<file path="src/pkg/dpm_pkg.sv">
// shared constants of the dual-port mailbox/semaphore host controller
// assumes a 50 MHz aclk; pin timings are those of the slowest speed grade
package dpm_pkg;

   // ----------------------------------------------------------------
   // clock and pin timing
   // ----------------------------------------------------------------
   localparam int CLK_MHZ = 50;
   localparam int SYNC_LAT = 3;
   localparam int NS_PER_US = 1000;
   localparam int T_AA_NS = 25;
   localparam int T_DOE_NS = 13;
   localparam int T_PWE_NS = 22;
   // busy_from_address_delay, busy_from_select_delay: plain defaults
   localparam int T_BUSY_ADDR_NS = 20;
   localparam int T_BUSY_SEL_NS = 20;
   // semaphore_turnaround_time, semaphore_write_to_read_delay: plain defaults
   localparam int T_SEM_TURN_NS = 10;
   localparam int T_SEM_WRRD_NS = 10;

   // least times round up, never below one cycle
   function automatic int ns2cyc(input int ns);
      int c;
      c = (ns * CLK_MHZ + NS_PER_US - 1) / NS_PER_US;
      return (c < 1) ? 1 : c;
   endfunction : ns2cyc

   localparam int PWE_CYC = ns2cyc(T_PWE_NS);
   localparam int BUSY_CYC = (T_BUSY_ADDR_NS > T_BUSY_SEL_NS) ?
                             ns2cyc(T_BUSY_ADDR_NS) : ns2cyc(T_BUSY_SEL_NS);
   // select lands a cycle late; filter flop and edge race add two more
   localparam int SETTLE_CYC = BUSY_CYC + SYNC_LAT + 3;
   localparam int RD_CYC = ns2cyc(T_AA_NS) + SYNC_LAT;
   localparam int SEM_RD_CYC = ns2cyc(T_SEM_WRRD_NS + T_DOE_NS) + SYNC_LAT;
   localparam int TURN_CYC = ns2cyc(T_SEM_TURN_NS);
   localparam int CNT_W = 8;

   // ----------------------------------------------------------------
   // register map
   // ----------------------------------------------------------------
   localparam int AXI_AW = 8;
   localparam logic [AXI_AW-1:0] REG_CTRL = 8'h00;
   localparam logic [AXI_AW-1:0] REG_ADDR = 8'h04;
   localparam logic [AXI_AW-1:0] REG_WDATA = 8'h08;
   localparam logic [AXI_AW-1:0] REG_RDATA = 8'h0c;
   localparam logic [AXI_AW-1:0] REG_STATUS = 8'h10;
   localparam logic [1:0] RESP_OKAY = 2'h0;
   localparam logic [1:0] RESP_SLVERR = 2'h2;
   localparam int ST_W = 8;
   localparam int ST_RUN = 0;
   localparam int ST_INT = 1;
   localparam int ST_BUSY_SEEN = 2;
   localparam int ST_OWNED = 3;
   localparam int ST_BAD = 4;
   localparam int SEM_AW = 3;

   typedef enum logic [2:0] {
      OP_MEM_RD = 3'h0,
      OP_MEM_WR = 3'h1,
      OP_SEM_RD = 3'h2,
      OP_SEM_WR = 3'h3,
      OP_SEM_ACQ = 3'h4,
      OP_MBX_POST = 3'h5,
      OP_MBX_READ = 3'h6,
      OP_NONE = 3'h7
   } dpm_op_e;

endpackage : dpm_pkg

</file>
<file path="src/hdl/dpm_sync.sv">
// three-flop pin synchroniser with agreement filter, one lane per bit
// assumes inputs asynchronous to aclk
`timescale 1ns/10ps
module dpm_sync #(
   parameter int W = 1,
   parameter logic [W-1:0] RST_VAL = '0
) (
   // clock and reset
   input wire logic aclk,
   input wire logic aresetn,
   // pins and filtered result
   input wire logic [W-1:0] d_i,
   output logic [W-1:0] q
);
   import dpm_pkg::*;

   typedef struct packed {
      logic [W-1:0] s1;
      logic [W-1:0] s2;
      logic [W-1:0] s3;
      logic [W-1:0] q;
   } dpm_sync_s;

   dpm_sync_s r_q;
   dpm_sync_s r_d;

   always_comb begin
      r_d = r_q;
      r_d.s1 = d_i;
      r_d.s2 = r_q.s1;
      r_d.s3 = r_q.s2;
      // a lane moves only once s2 and s3 agree; s1 feeds s2 alone
      r_d.q = (r_q.s2 & r_q.s3) | (r_q.q & (r_q.s2 | r_q.s3));
   end

   always_ff @(posedge aclk) begin
      if (!aresetn) begin
         r_q <= {4{RST_VAL}};
      end else begin
         r_q <= r_d;
      end
   end

   assign q = r_q.q;

endmodule : dpm_sync

</file>
<file path="src/hdl/dpm_axil.sv">
// axi4-lite register slave of the host controller
// assumes one outstanding write and one outstanding read per master
`timescale 1ns/10ps
module dpm_axil #(
   parameter int DW = 16
) (
   // clock and reset
   input wire logic aclk,
   input wire logic aresetn,
   // axi4-lite slave
   input wire logic [dpm_pkg::AXI_AW-1:0] awaddr,
   input wire logic [2:0] awprot,
   input wire logic awvalid,
   output logic awready,
   input wire logic [31:0] wdata,
   input wire logic [3:0] wstrb,
   input wire logic wvalid,
   output logic wready,
   output logic [1:0] bresp,
   output logic bvalid,
   input wire logic bready,
   input wire logic [dpm_pkg::AXI_AW-1:0] araddr,
   input wire logic [2:0] arprot,
   input wire logic arvalid,
   output logic arready,
   output logic [31:0] rdata,
   output logic [1:0] rresp,
   output logic rvalid,
   input wire logic rready,
   // controller side
   output logic cmd_valid,
   output dpm_pkg::dpm_op_e cmd_op,
   output logic [31:0] cfg_addr,
   output logic [31:0] cfg_wdata,
   input wire logic [DW-1:0] rd_word,
   input wire logic [dpm_pkg::ST_W-1:0] status
);
   import dpm_pkg::*;

   typedef struct packed {
      logic aw_ok;
      logic [AXI_AW-1:0] aw_a;
      logic w_ok;
      logic [31:0] w_d;
      logic [3:0] w_s;
      logic bvalid;
      logic [1:0] bresp;
      logic rvalid;
      logic [31:0] rdata;
      logic [1:0] rresp;
      logic [31:0] addr;
      logic [31:0] wdat;
      logic cmd_valid;
      dpm_op_e cmd_op;
   } dpm_axil_s;

   dpm_axil_s r_q;
   dpm_axil_s r_d;

   function automatic logic [31:0] merge(input logic [31:0] o, input logic [31:0] n,
                                         input logic [3:0] s);
      logic [31:0] m;
      m = o;
      for (int b = 0; b < 4; b++) begin
         if (s[b]) begin
            m[b*8 +: 8] = n[b*8 +: 8];
         end
      end
      return m;
   endfunction : merge

   always_comb begin
      r_d = r_q;
      r_d.cmd_valid = 1'b0;
      if (awvalid && awready) begin
         r_d.aw_ok = 1'b1;
         r_d.aw_a = awaddr;
      end
      if (wvalid && wready) begin
         r_d.w_ok = 1'b1;
         r_d.w_d = wdata;
         r_d.w_s = wstrb;
      end
      if (r_q.bvalid && bready) begin
         r_d.bvalid = 1'b0;
      end
      if (r_q.aw_ok && r_q.w_ok && !r_q.bvalid) begin
         r_d.aw_ok = 1'b0;
         r_d.w_ok = 1'b0;
         r_d.bvalid = 1'b1;
         r_d.bresp = RESP_OKAY;
         if (r_q.aw_a == REG_CTRL) begin
            // a start while an access runs is dropped; status shows run
            if (!status[ST_RUN] && r_q.w_s[0]) begin
               r_d.cmd_valid = 1'b1;
               r_d.cmd_op = dpm_op_e'(r_q.w_d[2:0]);
            end
         end else if (r_q.aw_a == REG_ADDR) begin
            r_d.addr = merge(r_q.addr, r_q.w_d, r_q.w_s);
         end else if (r_q.aw_a == REG_WDATA) begin
            r_d.wdat = merge(r_q.wdat, r_q.w_d, r_q.w_s);
         end else begin
            r_d.bresp = RESP_SLVERR;
         end
      end
      if (r_q.rvalid && rready) begin
         r_d.rvalid = 1'b0;
      end
      if (arvalid && arready) begin
         r_d.rvalid = 1'b1;
         r_d.rresp = RESP_OKAY;
         if (araddr == REG_CTRL) begin
            r_d.rdata = 32'(r_q.cmd_op);
         end else if (araddr == REG_ADDR) begin
            r_d.rdata = r_q.addr;
         end else if (araddr == REG_WDATA) begin
            r_d.rdata = r_q.wdat;
         end else if (araddr == REG_RDATA) begin
            r_d.rdata = 32'(rd_word);
         end else if (araddr == REG_STATUS) begin
            r_d.rdata = 32'(status);
         end else begin
            r_d.rdata = '0;
            r_d.rresp = RESP_SLVERR;
         end
      end
   end

   always_ff @(posedge aclk) begin
      if (!aresetn) begin
         r_q <= '{cmd_op: OP_NONE, default: '0};
      end else begin
         r_q <= r_d;
      end
   end

   assign awready = !r_q.aw_ok && !r_q.bvalid;
   assign wready = !r_q.w_ok && !r_q.bvalid;
   assign bvalid = r_q.bvalid;
   assign bresp = r_q.bresp;
   assign arready = !r_q.rvalid;
   assign rvalid = r_q.rvalid;
   assign rdata = r_q.rdata;
   assign rresp = r_q.rresp;
   assign cmd_valid = r_q.cmd_valid;
   assign cmd_op = r_q.cmd_op;
   assign cfg_addr = r_q.addr;
   assign cfg_wdata = r_q.wdat;

endmodule : dpm_axil

</file>
<file path="src/hdl/dpm_host.sv">
// host controller for one port of an asynchronous dual-port sram:
// memory, mailbox and semaphore accesses ordered over axi4-lite
// assumes the pins are wired straight to the port; busy and int are
// active low pins; the data bus is resolved outside from dq_oe_n
`timescale 1ns/10ps
module dpm_host #(
   parameter int AW = 15,
   parameter int DW = 16,
   parameter bit PORT_IS_RIGHT = 1'b0
) (
   // clock and reset
   input wire logic aclk,
   input wire logic aresetn,
   // axi4-lite write
   input wire logic [dpm_pkg::AXI_AW-1:0] s_awaddr,
   input wire logic [2:0] s_awprot,
   input wire logic s_awvalid,
   output logic s_awready,
   input wire logic [31:0] s_wdata,
   input wire logic [3:0] s_wstrb,
   input wire logic s_wvalid,
   output logic s_wready,
   output logic [1:0] s_bresp,
   output logic s_bvalid,
   input wire logic s_bready,
   // axi4-lite read
   input wire logic [dpm_pkg::AXI_AW-1:0] s_araddr,
   input wire logic [2:0] s_arprot,
   input wire logic s_arvalid,
   output logic s_arready,
   output logic [31:0] s_rdata,
   output logic [1:0] s_rresp,
   output logic s_rvalid,
   input wire logic s_rready,
   // sram port controls
   output logic [AW-1:0] mem_addr,
   output logic ce_n,
   output logic rw_n,
   output logic oe_n,
   output logic token_select_n,
   output logic ub_n,
   output logic lb_n,
   // sram port data, two-way
   input wire logic [DW-1:0] dq_i,
   output logic [DW-1:0] dq_o,
   output logic dq_oe_n,
   // sram port flags
   input wire logic int_n,
   input wire logic busy_n
);
   import dpm_pkg::*;

   typedef enum logic [2:0] {
      S_IDLE = 3'h0,
      S_SELECT = 3'h1,
      S_WRITE = 3'h2,
      S_RELEASE = 3'h3,
      S_GAP = 3'h4,
      S_READ = 3'h5
   } dpm_state_e;

   typedef struct packed {
      dpm_state_e st;
      logic [CNT_W-1:0] cnt;
      logic is_sem;
      logic is_wr;
      logic then_read;
      logic [AW-1:0] addr;
      logic [DW-1:0] dout;
      logic [DW-1:0] rword;
      logic ce_n;
      logic sel_n;
      logic oe_n;
      logic rw_n;
      logic drive;
      logic busy_seen;
      logic owned;
      logic bad;
   } dpm_host_s;

   // ----------------------------------------------------------------
   // mailbox words of this port and of the far port
   // ----------------------------------------------------------------
   localparam logic [AW-1:0] MBX_RIGHT = '1;
   localparam logic [AW-1:0] MBX_LEFT = {{(AW-1){1'b1}}, 1'b0};
   localparam logic [AW-1:0] MBX_OWN = PORT_IS_RIGHT ? MBX_RIGHT : MBX_LEFT;
   localparam logic [AW-1:0] MBX_FAR = PORT_IS_RIGHT ? MBX_LEFT : MBX_RIGHT;
   localparam logic [1:0] FLAG_IDLE = 2'h3;

   dpm_host_s r_q;
   dpm_host_s r_d;
   logic cmd_valid;
   dpm_op_e cmd_op;
   logic [31:0] cfg_addr;
   logic [31:0] cfg_wdata;
   logic [ST_W-1:0] status;
   logic [1:0] flags_s;
   logic [DW-1:0] dq_s;
   logic busy_act;
   logic int_act;

   // ----------------------------------------------------------------
   // register slave and pin synchronisers
   // ----------------------------------------------------------------
   dpm_axil #(
      .DW(DW)
   ) u_regs (
      .aclk(aclk),
      .aresetn(aresetn),
      .awaddr(s_awaddr),
      .awprot(s_awprot),
      .awvalid(s_awvalid),
      .awready(s_awready),
      .wdata(s_wdata),
      .wstrb(s_wstrb),
      .wvalid(s_wvalid),
      .wready(s_wready),
      .bresp(s_bresp),
      .bvalid(s_bvalid),
      .bready(s_bready),
      .araddr(s_araddr),
      .arprot(s_arprot),
      .arvalid(s_arvalid),
      .arready(s_arready),
      .rdata(s_rdata),
      .rresp(s_rresp),
      .rvalid(s_rvalid),
      .rready(s_rready),
      .cmd_valid(cmd_valid),
      .cmd_op(cmd_op),
      .cfg_addr(cfg_addr),
      .cfg_wdata(cfg_wdata),
      .rd_word(r_q.rword),
      .status(status)
   );

   // busy from master; reset idle so no stale busy stalls a write
   dpm_sync #(
      .W(2),
      .RST_VAL(FLAG_IDLE)
   ) u_sync_flags (
      .aclk(aclk),
      .aresetn(aresetn),
      .d_i({int_n, busy_n}),
      .q(flags_s)
   );

   dpm_sync #(
      .W(DW),
      .RST_VAL('0)
   ) u_sync_dq (
      .aclk(aclk),
      .aresetn(aresetn),
      .d_i(dq_i),
      .q(dq_s)
   );

   assign busy_act = !flags_s[0];
   assign int_act = !flags_s[1];

   always_comb begin
      status = '0;
      status[ST_RUN] = (r_q.st != S_IDLE);
      status[ST_INT] = int_act;
      status[ST_BUSY_SEEN] = r_q.busy_seen;
      status[ST_OWNED] = r_q.owned;
      status[ST_BAD] = r_q.bad;
   end

   // ----------------------------------------------------------------
   // access sequencer
   // ----------------------------------------------------------------
   always_comb begin
      r_d = r_q;
      case (r_q.st)
         S_IDLE: begin
            r_d.ce_n = 1'b1;
            r_d.sel_n = 1'b1;
            r_d.oe_n = 1'b1;
            r_d.rw_n = 1'b1;
            r_d.drive = 1'b0;
            if (cmd_valid) begin
               r_d.busy_seen = 1'b0;
               r_d.bad = 1'b0;
               r_d.then_read = 1'b0;
               r_d.is_sem = 1'b0;
               r_d.is_wr = 1'b0;
               r_d.addr = cfg_addr[AW-1:0];
               r_d.dout = cfg_wdata[DW-1:0];
               r_d.cnt = CNT_W'(SETTLE_CYC - 1);
               r_d.st = S_SELECT;
               case (cmd_op)
                  OP_MEM_RD: begin
                  end
                  OP_MEM_WR: begin
                     r_d.is_wr = 1'b1;
                  end
                  OP_SEM_RD, OP_SEM_WR, OP_SEM_ACQ: begin
                     r_d.addr = AW'(cfg_addr[SEM_AW-1:0]);
                     r_d.is_sem = 1'b1;
                     r_d.is_wr = (cmd_op != OP_SEM_RD);
                     if (cmd_op == OP_SEM_ACQ) begin
                        r_d.dout = '0;
                        r_d.then_read = 1'b1;
                     end else begin
                        r_d.dout = {DW{cfg_wdata[0]}};
                     end
                  end
                  OP_MBX_POST: begin
                     r_d.addr = MBX_FAR;
                     r_d.is_wr = 1'b1;
                  end
                  OP_MBX_READ: begin
                     r_d.addr = MBX_OWN;
                  end
                  default: begin
                     r_d.bad = 1'b1;
                     r_d.st = S_IDLE;
                  end
               endcase
            end
         end
         S_SELECT: begin
            r_d.ce_n = r_q.is_sem;
            r_d.sel_n = !r_q.is_sem;
            // oe and rw as for memory
            r_d.oe_n = r_q.is_wr;
            if (r_q.cnt != '0) begin
               r_d.cnt = r_q.cnt - 1'b1;
            end else if (r_q.is_wr) begin
               // hold a memory write until busy settles and clears
               if (busy_act && !r_q.is_sem) begin
                  r_d.busy_seen = 1'b1;
               end else begin
                  r_d.rw_n = 1'b0;
                  r_d.drive = 1'b1;
                  r_d.cnt = CNT_W'(PWE_CYC - 1);
                  r_d.st = S_WRITE;
               end
            end else begin
               r_d.cnt = r_q.is_sem ? CNT_W'(SEM_RD_CYC - 1) : CNT_W'(RD_CYC - 1);
               r_d.st = S_READ;
            end
         end
         S_WRITE: begin
            if (r_q.cnt != '0) begin
               r_d.cnt = r_q.cnt - 1'b1;
            end else begin
               // data held one more cycle past the rising write edge
               r_d.rw_n = 1'b1;
               r_d.st = S_RELEASE;
            end
         end
         S_RELEASE: begin
            r_d.ce_n = 1'b1;
            r_d.sel_n = 1'b1;
            r_d.drive = 1'b0;
            if (r_q.then_read) begin
               r_d.cnt = CNT_W'(TURN_CYC - 1);
               r_d.st = S_GAP;
            end else begin
               r_d.st = S_IDLE;
            end
         end
         S_GAP: begin
            if (r_q.cnt != '0) begin
               r_d.cnt = r_q.cnt - 1'b1;
            end else begin
               r_d.is_wr = 1'b0;
               r_d.then_read = 1'b0;
               r_d.cnt = '0;
               r_d.st = S_SELECT;
            end
         end
         S_READ: begin
            if (r_q.cnt != '0) begin
               r_d.cnt = r_q.cnt - 1'b1;
            end else begin
               // sample after address access, or after write-to-read plus oe delay for a semaphore
               r_d.rword = dq_s;
               // a busy read of memory or of the own mailbox is flagged
               if (busy_act && !r_q.is_sem) begin
                  r_d.busy_seen = 1'b1;
               end
               if (r_q.is_sem) begin
                  r_d.owned = !dq_s[0];
               end
               r_d.ce_n = 1'b1;
               r_d.sel_n = 1'b1;
               r_d.oe_n = 1'b1;
               r_d.st = S_IDLE;
            end
         end
         default: begin
            r_d.st = S_IDLE;
         end
      endcase
   end

   always_ff @(posedge aclk) begin
      if (!aresetn) begin
         r_q <= '{st: S_IDLE, ce_n: 1'b1, sel_n: 1'b1, oe_n: 1'b1, rw_n: 1'b1,
                  default: '0};
      end else begin
         r_q <= r_d;
      end
   end

   // ----------------------------------------------------------------
   // pin drive
   // ----------------------------------------------------------------
   assign mem_addr = r_q.addr;
   assign ce_n = r_q.ce_n;
   assign token_select_n = r_q.sel_n;
   assign oe_n = r_q.oe_n;
   assign rw_n = r_q.rw_n;
   assign ub_n = r_q.ce_n;
   assign lb_n = r_q.ce_n;
   assign dq_o = r_q.dout;
   assign dq_oe_n = !r_q.drive;

endmodule : dpm_host

</file>
<file path="config.mk">
export PLATFORM = sky130hd
export DESIGN_NAME = dpm_host
export DESIGN_NICKNAME = d
export VERILOG_FILES = /design/src/pkg/dpm_pkg.sv /design/src/hdl/dpm_sync.sv /design/src/hdl/dpm_axil.sv /design/src/hdl/dpm_host.sv
export SDC_FILE = /design/constraint.sdc
export NUM_CORES = 1
export LEC_CHECK = 0
export BUFFER_PORTS_ARGS = -buffer_cell sky130_fd_sc_hd__buf_4
export CAP_MARGIN = 25
export CORE_ASPECT_RATIO = 1.2
export CORE_MARGIN = 2
export CORE_UTILIZATION = 50
export DETAILED_ROUTE_END_ITERATION = 8
export GPL_ROUTABILITY_DRIVEN = 0
export PLACE_DENSITY = 0.77
export RECOVER_POWER = 100
export SYNTH_ARGS = -nofsm -noshare
export SYNTH_HDL_FRONTEND = slang
export SYNTH_HIERARCHICAL = 1
export SYNTH_SLANG_ARGS = --single-unit
</file>
<file path="constraint.sdc">
create_clock -name aclk -period 2.2 [get_ports aclk]
set_clock_uncertainty 0.05 [all_clocks]
set_input_delay 0 -clock aclk [delete_from_list [all_inputs] [get_ports aclk]]
set_output_delay 0 -clock aclk [all_outputs]
set_load 0.02 [all_outputs]
</file>
Word-level counts from Yosys, hierarchy flattened
Index checks and enable logic that the tools add are counted.
{"block": "classes", "n_mux": 57, "bitwise": 12, "addsub": 1, "eq_ne": 29, "n_reduce_logical": 62}
{"operator": "2-to-1 mux 32 bit", "count": 3}
{"operator": "2-to-1 mux 16 bit", "count": 3}
{"operator": "2-to-1 mux 45 bit", "count": 1}
{"operator": "one-hot mux 15 bit (3 select lines)", "count": 1}
{"operator": "one-hot mux 8 bit (5 select lines)", "count": 1}
{"operator": "2-to-1 mux 35 bit", "count": 1}
{"operator": "AND reduction 5 bit", "count": 7}
{"operator": "bitwise AND 16 bit", "count": 2}
{"operator": "2-to-1 mux 8 bit", "count": 4}
{"operator": "OR 16 bit", "count": 2}
{"operator": "2-to-1 mux 3 bit", "count": 9}
{"operator": "== test 8 x 4 -> 1 bit, second input constant", "count": 3}
{"operator": "2-to-1 mux 11 bit", "count": 2}
{"operator": "2-to-1 mux 2 bit", "count": 11}
{"operator": "AND reduction 4 bit", "count": 5}
{"operator": "one-hot mux 3 bit (6 select lines)", "count": 1}
{"operator": "== test 8 x 3 -> 1 bit, second input constant", "count": 2}
{"operator": "logical NOT 8 bit", "count": 2}
{"operator": "== test 3 bit, second input constant", "count": 5}
{"operator": "!= test 2 bit, second input constant", "count": 7}
{"operator": "== test 3 x 2 -> 1 bit, second input constant", "count": 4}
{"operator": "AND reduction 3 bit", "count": 4}
{"operator": "nonzero test 3 bit", "count": 4}
{"operator": "logical AND 1 bit", "count": 11}
{"operator": "27 further kinds", "count": 66}
{"block": "word_totals", "in_bits": 83, "wordCells": 205, "ff_bits": 293}

Depth between registers and ports, before layout
Gate-level depths: netlist of the first run.
{"block": "logic_depth", "word_depth": 7, "ltp_mapped": 9, "ltp_nobuf": 7}

Modules after synthesis
The synthesis of the first run kept the hierarchy.
{"mod": "dpm_axil", "cells_each": 774, "instances": 1, "area_per_inst_um2": 6855.3}
{"mod": "dpm_host", "cells_each": 429, "instances": 1, "area_per_inst_um2": 3384.5}
{"mod": "dpm_sync (u_sync_dq)", "cells_each": 183, "instances": 1, "area_per_inst_um2": 2074.5}
{"mod": "dpm_sync (u_sync_flags)", "cells_each": 22, "instances": 1, "area_per_inst_um2": 240.2}

Worst setup path after synthesis of the first run
Ideal clock, no wire load.
{"block": "synth_timing", "path_kind": "register to register", "from": "register, netlist name r_q[67]", "to": "register u_regs.r_q, in the netlist u_regs/cmd_op[0]", "synth_period_minus_slack_ns": 2.219, "path_slack_ns": -0.019, "stages_incl_launch_ff": 7, "arrival_ns": 2.042, "n_path_buf": 0, "cell_sequence": "dfxtp_1 nor3_1 inv_1 or4b_2 nor4_2 mux2i_1 nand2_1"}
{"element": "to (signal assigned)", "line": "dpm_axil.sv:133", "rtl": "r_q <= r_d;"}
{"element": "to (decl)", "line": "dpm_axil.sv:57", "rtl": "dpm_axil_s r_q;"}

Worst setup path after layout of the first run
{"block": "layout_timing", "from": "input port s_araddr[6] (netlist bit)", "to": "register u_regs.r_q, in the netlist u_regs/rresp[1]"}
{"block": "layout_between", "elab_chain_len": 6}
{"element": "from (decl)", "line": "dpm_host.sv:27", "rtl": "input wire logic [dpm_pkg::AXI_AW-1:0] s_araddr,"}
{"element": "== test 8 x 5 -> 1 bit", "line": "dpm_axil.sv:120", "rtl": "end else if (araddr == REG_STATUS) begin"}
{"element": "2-to-1 mux 2 bit", "line": "dpm_axil.sv:120"}
{"element": "2-to-1 mux 2 bit", "line": "dpm_axil.sv:118", "rtl": "end else if (araddr == REG_RDATA) begin"}
{"element": "2-to-1 mux 2 bit", "line": "dpm_axil.sv:116", "rtl": "end else if (araddr == REG_WDATA) begin"}
{"element": "2-to-1 mux 2 bit", "line": "dpm_axil.sv:114", "rtl": "end else if (araddr == REG_ADDR) begin"}
{"element": "2-to-1 mux 2 bit *", "line": "dpm_axil.sv:112", "rtl": "if (araddr == REG_CTRL) begin"}
Mark *: on every way between the ends. The rest lies on a longest branch, timed or not.
A chain may end at the register's enable or synchronous reset.

==> results of run 1 <==
[worst register-to-register path: stages, from the launching register on]
cell and delay, ps:
dfxtp_1 340, inv_1 90, ha_1 190, or4b_4 540, o22ai_2 240, nand3_4 140, a211o_1 280, o2111a_1 130
[cell type report]
cell class,instances,share of cell area (%)
Sequential cell,291,39.3
Multi-Input combinational cell,876,34.2
Timing Repair Buffer,317,16.7
Clock buffer,41,5.54
Tap cell,320,2.70
Clock inverter,10,1.08
Inverter,15,0.389
[what timing repair did]
action                                 4_1_cts  5_1_grt
setup buffers                                1        2
hold buffers                               117        0
endpoints found under the hold margin       96        0
pin swaps                                    1        1
resized for setup                            0       10
setup endpoints to repair                    3       11
[state kept, by name, summed over array words and instances (netlist names), 15 cells and up]
name	flops
r_q	34
u_regs/cfg_addr	32
u_regs/rdata	32
u_sync_dq/r_q	16
u_regs/r_q	46
u_regs/cfg_wdata	32
dq_o	16
u_sync_dq/r_d	32
u_sync_dq/q	16
mem_addr	15
[routing by layer]
layer / wire length (um) / vias up / GRT usage (%)
met2: 15300 / 392 / 40.9
met4: 1140 / 0 / 9.33
met5: 0 / - / 0
li1: - / 4871 / -
met1: 12800 / 4829 / 29.5
met3: 2370 / 83 / 3.97
[stage by stage]
step	worst slack (ps)	hold WS, ps	instance area (um^2)
after detailed placement	-15.0	138	13100
after floorplan	59.5	23.0	12300
final	61.6	14.6	14800
after CTS	11.4	0.935	15200
after global routing	6.89	42.7	14800
after global placement	31.0	135	13100
[power groups by stage]
stage                     Clock [uW]  Sequential [uW]  Combinational, uW
after global routing            5360             5470                865
after detailed placement           0             5570                636
after global placement             0             5570                624
after CTS                       5120             5460                815
after floorplan                    0             5550                421
final                           5050             5460                801
[cell usage in the layout, fill, tap and decap left out, drive strengths merged, types with 5 or more instances in the layout]
cell and count:
a22o 15, nor3 11, a21boi 16, nand2b 13
o21ai 62, a221o 8, a22oi 5, inv 15
dfxtp 291, dlygate4sd3 116, nand2 224, nand3 26
conb 5, buf 114, clkinv 6, o22ai 5
nand3b 14, nor2b 11, nor4 11, a21oi 151
clkbuf 127, mux2i 75, o31ai 7, a31oi 6
nor2 105, o22a 5, and2 53
[worst paths after layout]
kind | end | slack, ps | cells past startpoint
setup / recovery | u_regs/rresp[1]$_SDFFE_PN0P_ | 60 | 7
hold / removal | u_regs/rdata[14]$_SDFFE_PN0P_ | 10 | 4
setup reg to reg | r_q[60]$_SDFFE_PN0P_ | 90 | 7
hold reg to reg | u_sync_flags/r_d[3]$_SDFF_PN1_ | 360 | 1
==> results list, run 1 <==
- Core footprint: 24,000 um^2
- The first global-routing pass estimated 50.1 mm of wire.
- Leakage power: 0.00550 uW
- TritonCTS Buffers: 29
- Total internal power: 8820 uW
- In the routed design, unresolved DRC markers number 0.
- Initial antenna violation count: 0
* HPWL after DPL: 20.1 mm
* Number of antenna-violating nets in the routed design: 0
- The final-report hold violation count was 0.
* Highest net fanout along the worst path: 3
* Worst min-delay path category: input pin to flip-flop
* Mean instance size in the synthesized netlist: 8.95 um^2
- For this run, the detailed router's first-pass iteration total came to 5.
- DR vias: 10,200
* Average detailed-routed wire length per instance: 16.9 um
- The area growth from synthesis to layout is 20.3%.
- The share of total power dissipated in combinational logic is 7.1%.
- By instance count, the cell type seen most on the critical path is dlygate4sd3_1.
- Vertical die dimension: 176 um
- Overall Global Routing Usage: 23.7%
- The kind of cell with the highest combined delay along the critical path is buffers and inverters.
- Sequential cell area: 5830 um^2
- Clk Tree Root Cell: clkbuf_16
* Layout cells sized above 1: 13.6%
- In this run, the clock network consumes 44.7% of the power.
- Once the floorplan was initialized, standard cells occupied 51.2% of the core.
* I/O Pins: 162
* Antenna Diode Count: 0
- The number of global-route vias before repair came to 9,891.
- For the worst-skew pair, the clock arrives at the later sink with an insertion delay of 540 ps.
- CP bufs+invs: 4
* Multi-input logic area: 5070 um^2
- STA classifies the critical path startpoint as an input pin.
- For this run, the share of the core covered by cells in the final layout is 61.6%.
- Netlist area before placement: 12,300 um^2
- Die width: 147 um
* Run status: finished, final reports clean
* Final period demand of the worst path: 2140 ps
* Maximum clock frequency: 0.468 GHz
* Clock tree from TritonCTS: built
- Die area: 25,900 um^2
* Kind of end point of the critical path: flip-flop
* Arrival time at the worst endpoint: 2520 ps
- Net switching power: 2500 uW
- Post-route insts no fill: 1,870
- In this run the power density over the cells is 764 nW/um^2.
* Port buffer count: 153
* Drt first-iter violations: 772
- Sequential cells burn 48.3% of the power.
- Synthesized instance count: 1,375
* Number of clock sinks seen by CTS: 291
- The critical path goes through dlygate4sd3_1 > clkbuf_1 > or4_1 > nor2_2 > dlygate4sd3_1 > a31oi_1 > dlygate4sd3_1.
- The worst register-to-register path begins at r_q[59]$_SDFFE_PN0P_.
- Worst supply voltage drop on vdd: 668 uV
* Total detailed-routing wirelength: 31.7 mm
- Global routing finished with a remaining overflow of 0.
* CTS Buffer Depth: 3
* Actual transition at the worst max-transition pin: 878 ps
- Setup repair after global routing left no endpoint under its margin.
* Maximum single-stage delay on the critical path: 570 ps
- The initialized floorplan defines 62 standard-cell rows.
- For this run, the number of Yosys warnings is 6.
- The tool flagged a number of max-cap violations equal to 0.
- Critical path class: input pin to flip-flop
* # placed instances: 1,699
* Required time at the worst-slack endpoint: 2580 ps
* Number of fill cells: 2,023
- After routing, the total negative slack on setup checks comes to 0 ps.
* Final Power: 11,300 uW
- Pin count of the biggest net entering global routing: 104
* CP Launch Point: s_araddr[6]
- Total number of nets in the final design: 1,615
- Vias/cell: 5.44
- Critical-path cell with the highest stage delay: dlygate4sd3_1
* Headroom to the max-slew limit: 41.2%
* H-Tree Depth: 1
* Clock-pin slew reported for the worst setup and hold paths after clock tree synthesis: 60 ps
- The worst hold path begins at s_araddr[2].
- Setup violations remaining at the end of the flow were counted as 0.
- Sw frac: 22.1%
* Period utilisation layout: 97.2%
- The total count of max-transition violations in the final report was 0.
No activity file was read; power rests on OpenSTA's default activity.
==> run 2: changes to the inputs <==
--- a/config.mk
+++ b/config.mk
@@ -9,11 +9,12 @@
 export CAP_MARGIN = 25
 export CORE_ASPECT_RATIO = 1.2
 export CORE_MARGIN = 2
-export CORE_UTILIZATION = 50
+export CORE_UTILIZATION = 52
 export DETAILED_ROUTE_END_ITERATION = 8
 export GPL_ROUTABILITY_DRIVEN = 0
-export PLACE_DENSITY = 0.77
+export PLACE_DENSITY = 0.8
 export RECOVER_POWER = 100
+export SLEW_MARGIN = 15
 export SYNTH_ARGS = -nofsm -noshare
 export SYNTH_HDL_FRONTEND = slang
 export SYNTH_HIERARCHICAL = 1
==> constraint.sdc (replaced) <==
create_clock -name aclk -period 2.2 [get_ports aclk]
set_clock_uncertainty 0.05 [all_clocks]
set_input_delay 0 -clock aclk [delete_from_list [all_inputs] [get_ports aclk]]
set_output_delay 0 -clock aclk [all_outputs]
set_load 0.005 [all_outputs]
==> results list, run 2 (synthesis results as in run 1) <==
- Run status: finished, final reports clean
* Layout Utilization: 64.6%
- Headroom to the max-slew limit: 28.0%
- CTS built an H-tree with a depth of 1.
- The internal power of the cells totals 8560 uW.
- I/O Pins: 162
- Clock tree synthesis found a total of 291 sinks.
- Total detailed-routing wirelength: 31.7 mm
- In the final routed layout, each cell accounts on average for 17.0 um.
- After detailed routing, the number of vias per cell comes to 5.55.
* Maxcap violations: 0
- Highest net fanout along the worst path: 3
* CP Launch Point: s_araddr[6]
- Worst min-delay path category: input pin to flip-flop
* HPWL after DPL: 19.7 mm
- IR analysis of the VDD net gives a maximum drop of 649 uV.
- Registers are responsible for 49.5% of the overall power.
- The worst setup path is captured at a flip-flop.
* Sw frac: 22.4%
- The final-report hold violation count was 0.
* Residual DRC count: 0
- Combinational share of power: 7.3%
* Required time at the worst-slack endpoint: 2580 ps
* Number of cell instances on the worst register-to-register path: 7
- Registers with the highest flip-flop counts: u_regs/r_q: 46 flops, r_q: 34 flops
* Period utilisation layout: 97.3%
- Setup violations remaining at the end of the flow were counted as 0.
- The smallest clock period supported by the final layout is computed as 2140 ps.
- Maximum clock frequency: 0.467 GHz
* Pin count of the biggest net entering global routing: 127
- The die covers 24,900 um^2.
- Final max-slew violation count: 0
- The clock reaches the later pin of the worst-skew pair after 560 ps.
- The number of global-route vias before repair is 9,876.
- Arrival time at the worst endpoint: 2520 ps
- Layout Area Growth over Synthesis: 21.8%
- Counting the buffers created by CTS gives 28.
- Depth of the worst hold-timing path: 5
- Aggregate global routing overflow: 0
- The core region is 23,200 um^2.
* First-pass GRT wire length: 50.0 mm
* Layout cells sized above 1: 17.4%
- Leaving out fill and tap cells, the most frequent cell in the layout is dfxtp_1.
- CTS Buffer Depth: 3
- Summed over all failing endpoints, the final setup total negative slack is 0 ps.
* Total power per unit cell area: 736 nW/um^2
* DR vias: 10,300
- Cell Rows: 61
- Clock tree from TritonCTS: built
* Leakage power: 0.00568 uW
- Measured along the x axis, the die boundary spans 144 um.
- The startpoint identified for the worst register-to-register timing path is r_q[59]$_SDFFE_PN0P_.
- For this run, the detailed router's first-pass iteration total came to 8.
- Clock tree synthesis selected as its root buffer the cell clkbuf_16.
- Commonest non-fill, non-tap cells in the layout: 291 x dfxtp_1, 214 x nand2_1, 141 x a21oi_1
- The worst setup path is launched from an input pin.
- The initial antenna violation count was 2.
- HP Start: s_araddr[1]
* Critical path class: input pin to flip-flop
* Drt first-iter violations: 904
* Actual transition at the worst max-transition pin: 1080 ps
- Clock share of power: 43.1%
- Vertical die dimension: 173 um
* Initial Util: 53.0%
- Net switching power: 2470 uW
- Number of antenna-violating nets in the routed design: 0
- Global routing used 24.8% of the available tracks.
- The count of buffers added on input and output ports is 153.
- Register containing the most flip-flops in the final layout: u_regs/r_q
- Clock-pin slew reported for the worst setup and hold paths after clock tree synthesis: 60 ps
- Total number of nets in the final design: 1,617
* Flip-flop count of the largest register, all copies and words added: 46
## run 2: changes by cell type in the layout (fill, tap and decap cells not counted), sizes merged
cell           delta
buf               +5
bufinv            -2
diode             +1
clkbuf            -3
clkdlybuf4s25     -1
## run 2: power by group through the flow
stage | clock network [uW] | registers (uW) | logic [uW]
after floorplan | 0 | 5540 | 402
after global placement | 0 | 5570 | 594
after detailed placement | 0 | 5570 | 603
after CTS | 4830 | 5460 | 779
after global routing | 5020 | 5470 | 872
final | 4760 | 5460 | 810
## run 2: area by class of cell
type                    count  area, um^2
diodes                      1        2.50
clock buffers              39         812
clock inverters             8         105
fillers                  1871        8210
inverters                  15        57.6
multi-input cells         876        5150
flip-flops and latches    291        5830
well taps                 315         394
repair buffers            320        2650
## run 2: critical path, cell delays in order
cell and delay (ps):
dlygate4sd3_1 530, clkbuf_4 140, or4_1 480, nor2_2 130, dlygate4sd3_1 570, a31oi_1 80, dlygate4sd3_1 580
## run 2: path summary, 6_finish.rpt
| check | slack [ps] | end |
|---|---|---|
| worst max-delay path | 60 | u_regs/rresp[1]$_SDFFE_PN0P_ |
| worst min-delay path | 20 | u_regs/rdata[6]$_SDFFE_PN0P_ |
| worst max register to register | 90 | r_q[60]$_SDFFE_PN0P_ |
| worst min register to register | 360 | u_sync_flags/r_d[2]$_SDFF_PN1_ |
## run 2: what timing repair did
action,in CTS,in global routing
setup endpoints to repair,0,23
buffers inserted,0,5
resized for setup,0,8
hold buffers,116,0
endpoints found under the hold margin,109,0
## run 2: per-stage QoR
| step | instances | setup slack, ps | power, uW | cell area, um^2 | hold WS (ps) |
|---|---|---|---|---|---|
| 2_1_floorplan | 1378 | 59.5 | 5950 | 12300 | 23.0 |
| 3_5_place_dp | 1694 | 58.0 | 6180 | 13000 | 138 |
| 5_1_grt | 1865 | -25.1 | 11400 | 15000 | 62.3 |
| 6_report | 1865 | 60.4 | 11000 | 15000 | 24.5 |
| 4_1_cts | 1857 | 44.6 | 11100 | 15100 | 0.216 |
| 3_3_place_gp | 1694 | 81.4 | 6160 | 13000 | 136 |
## run 2: per-layer routing
metal,up-vias,global-route usage [%],routed length (um)
met3,99,4.06,2370
li1,4860,-,-
met2,508,41.0,15200
met4,0,10.2,1300
met5,-,0,0
met1,4881,32.1,12900
==> run 3: changes to the inputs <==
--- a/config.mk
+++ b/config.mk
@@ -17,5 +17,4 @@
 export SLEW_MARGIN = 15
 export SYNTH_ARGS = -nofsm -noshare
 export SYNTH_HDL_FRONTEND = slang
-export SYNTH_HIERARCHICAL = 1
 export SYNTH_SLANG_ARGS = --single-unit
==> results list, run 3 <==
* Residual DRC count: 9
* Average detailed-routed wire length per instance: 16.8 um
* Async SR Flop Fraction: 0%
* Worst supply voltage drop on vdd: 665 uV
- Summed over all layers, the routed wires come to 30.7 mm.
* First-pass GRT wire length: 49.5 mm
- Total internal power: 8340 uW
* Layout cells sized above 1: 15.5%
* Final Power: 10,800 uW
* Top delay family on crit path: buffers and inverters
- Maximum clock frequency: 0.476 GHz
* I/O Pins: 162
- Die width: 140 um
* Antenna Diode Count: 0
* Run status: complete, but fails checks
- On the final layout, the worst hold slack is 26.5 ps.
* Total number of nets in the final design: 1,623
- The initial antenna violation count is 0.
* Main synth FF type: dfxtp_1
- Sequential power share: 50.7%
- Net switching is 22.6% of the power.
- In the post-route analysis, the smallest setup slack over all paths is 99.3 ps.
- Kind of end point of the critical path: flip-flop
- DR vias: 10,200
* Register containing the most flip-flops in the final layout: u_regs.r_q
* Layout Area Growth over Synthesis: 25.1%
* Leakage power: 0.00590 uW
* EDFF count, synth: 0
* Endpoints failing setup: 0
* Combinational share of power: 6.8%
- Walking the worst path, the cells encountered are nor2_1 > nand2_1 > buf_4 > nand2_1 > a21oi_1 > dlygate4sd3_1.
- The final reports fail on design-rule violations.
- Overall Global Routing Usage: 25.6%
* Aggregate global routing overflow: 0
* Critical Path Most Common Cell: nand2_1
* Clock share of power: 42.5%
* Yosys top cell by area: dfxtp_1
* Worst skew pair latency: 550 ps
* CTS Buffer Depth: 3
- The register with the most flip-flops in the layout has 46 of them.
- The worst setup path is of the flip-flop to flip-flop kind.
- By instance count, the leading cell after synthesis is nand2_1.
- Via count of the first global-routing pass: 9,861
- For this design the ratio of total power to cell area is 745 nW/um^2.
* Drt first-iter violations: 914
* Worst min-delay path category: input pin to flip-flop
* Port buffer count: 153
- Clock-pin slew was measured on the worst setup and hold paths at 60 ps.
* Required time at the worst-slack endpoint: 2640 ps
* Clock tree from TritonCTS: built
* Maxcap violations: 0
- Adding up every negative setup slack in the final design gives 0 ps.
- Commonest non-fill, non-tap cell in the layout: nand2_1
- Measured against its own limit, the worst slew margin works out to 39.2%.
- Final max-slew violation count: 0
- The cell area that synthesis handed to floorplanning was 11,600 um^2.
* Synthesized instance count: 1,353
* Vias/cell: 5.58
* Arrival time at the worst endpoint: 2540 ps
- In this run the worst path has a maximum fanout of 36.
* Critical-path cell with the highest stage delay: dlygate4sd3_1
- Together, buffers and inverters on the worst path number 2.
- In the layout the commonest cells are 320 x nand2_1, 291 x dfxtp_1, 148 x a21oi_1.
- Startpoint type of the worst setup path: flip-flop
- Sorting the synthesized cells by how often they occur yields 320 x nand2_1, 291 x dfxtp_1, 148 x a21oi_1.
- Once detailed placement completed, the half-perimeter wirelength came to 18.8 mm.
* Registers with the highest flip-flop counts: u_regs.r_q: 46 flops, r_q: 34 flops
- Clk Tree Root Cell: clkbuf_16
- Post-placement setup slack: 27.6 ps
- Final period demand of the worst path: 2100 ps
- Number of clock sinks seen by CTS: 291
* H-Tree Depth: 1
* Actual transition at the worst max-transition pin: 913 ps
- Share of the yosys chip area belonging to registers: 50.4%
- The final-report hold violation count was 0.
* Period utilisation layout: 95.5%
- Setup repair after global routing left no endpoint under its margin.
- Once the floorplan was initialized, standard cells occupied 53.1% of the core.
- Die area: 23,400 um^2
- Measured on the finished design, the core utilization comes to 66.4%.
- Net switching power: 2430 uW
- Number of antenna-violating nets in the routed design: 0
- After synthesis, the largest area contributor takes up 50.4% of total cell area.
- The die is 167 um tall.
- On the worst path, the slowest cell contributes a delay of 610 ps.
- Core footprint: 21,800 um^2
* Pin count of the biggest net entering global routing: 98
* Top cells by area in the synthesized netlist: dfxtp_1 50%, nand2_1 10%, mux2i_1 6.8%, a21oi_1 6.4%, o21ai_0 4.7%
* Number of synthesized register bits: 291
- Mean instance size in the synthesized netlist: 8.54 um^2
- DRT Pass-1 Iters: 9
- Counting the buffers created by CTS gives 27.
- Yosys warnings: 0
- The initialized floorplan defines 59 standard-cell rows.
- Number of different library cells in the post-synthesis netlist: 63
==> run 3: tightest hold or removal path, cell delays in order <==
cell and delay, ps:
buf_4 90, nand2_1 40, buf_4 250, nand2_1 120
a21oi_1 60
==> run 3: cell type report <==
cell class                 count  area [um^2]
fill                        1637         7320
clock buffer                  36          779
clock inverter                 9         90.1
multi-input combinational    906         4850
tap                          274          343
timing repair buffer         299         2530
sequential                   291         5830
inverter                      12         45.0
==> run 3: power by group through the flow <==
stage	logic [uW]	registers (uW)	clock network, uW
2_1_floorplan	321	5540	0
3_3_place_gp	530	5570	0
3_5_place_dp	541	5570	0
4_1_cts	705	5450	4630
5_1_grt	793	5470	4860
6_report	733	5460	4580
==> run 3: path summary, 6_finish.rpt <==
kind	from	end	slack (ps)	cells after the start
worst max-delay path	u_regs.bvalid$_SDFFE_PN0P_	u_regs.r_q[123]$_SDFFE_PN0P_	100	6
worst min-delay path	s_wvalid	u_regs.r_q[115]$_SDFFE_PN0P_	30	5
worst max register to register	u_regs.bvalid$_SDFFE_PN0P_	u_regs.r_q[123]$_SDFFE_PN0P_	100	6
worst min register to register	u_sync_flags.r_d[5]$_SDFF_PN1_	u_sync_flags.r_d[3]$_SDFF_PN1_	360	1
==> run 3: per-stage QoR <==
| step | cell area (um^2) | std cells |
|---|---|---|
| floorplan | 11600 | 1354 |
| global placement | 12600 | 1672 |
| detailed placement | 12600 | 1673 |
| CTS | 14500 | 1826 |
| global route | 14500 | 1827 |
| finish | 14500 | 1827 |
==> run 3: metal layers <==
| layer | track usage, % | part of all wire [%] | routed length, um |
|---|---|---|---|
| met1 | 32.0 | 41 | 12500 |
| met2 | 43.5 | 48 | 14700 |
| met5 | 0 | 0 | 0 |
| met4 | 13.3 | 5.1 | 1570 |
| met3 | 3.40 | 6.1 | 1860 |
==> run 3: cells by family after synthesis <==
family | after synthesis | synth area share, %
XOR/XNOR | 4 | 0.303
other | 1 | 0.0324
buffers and inverters | 157 | 7.67
adder cells (fa/ha/maj) | 3 | 0.325
AND/OR/NAND/NOR | 518 | 20.1
multiplexers | 78 | 6.75
AO/OA/AOI/OAI | 301 | 14.4
flip-flops | 291 | 50.4
==> run 3: what timing repair did <==
item                                   in CTS  in global routing
endpoints found under the hold margin      85                  0
buffers inserted                            0                  2
hold buffers                              108                  0
resized for setup                           0                  6
setup endpoints to repair                   0                 29
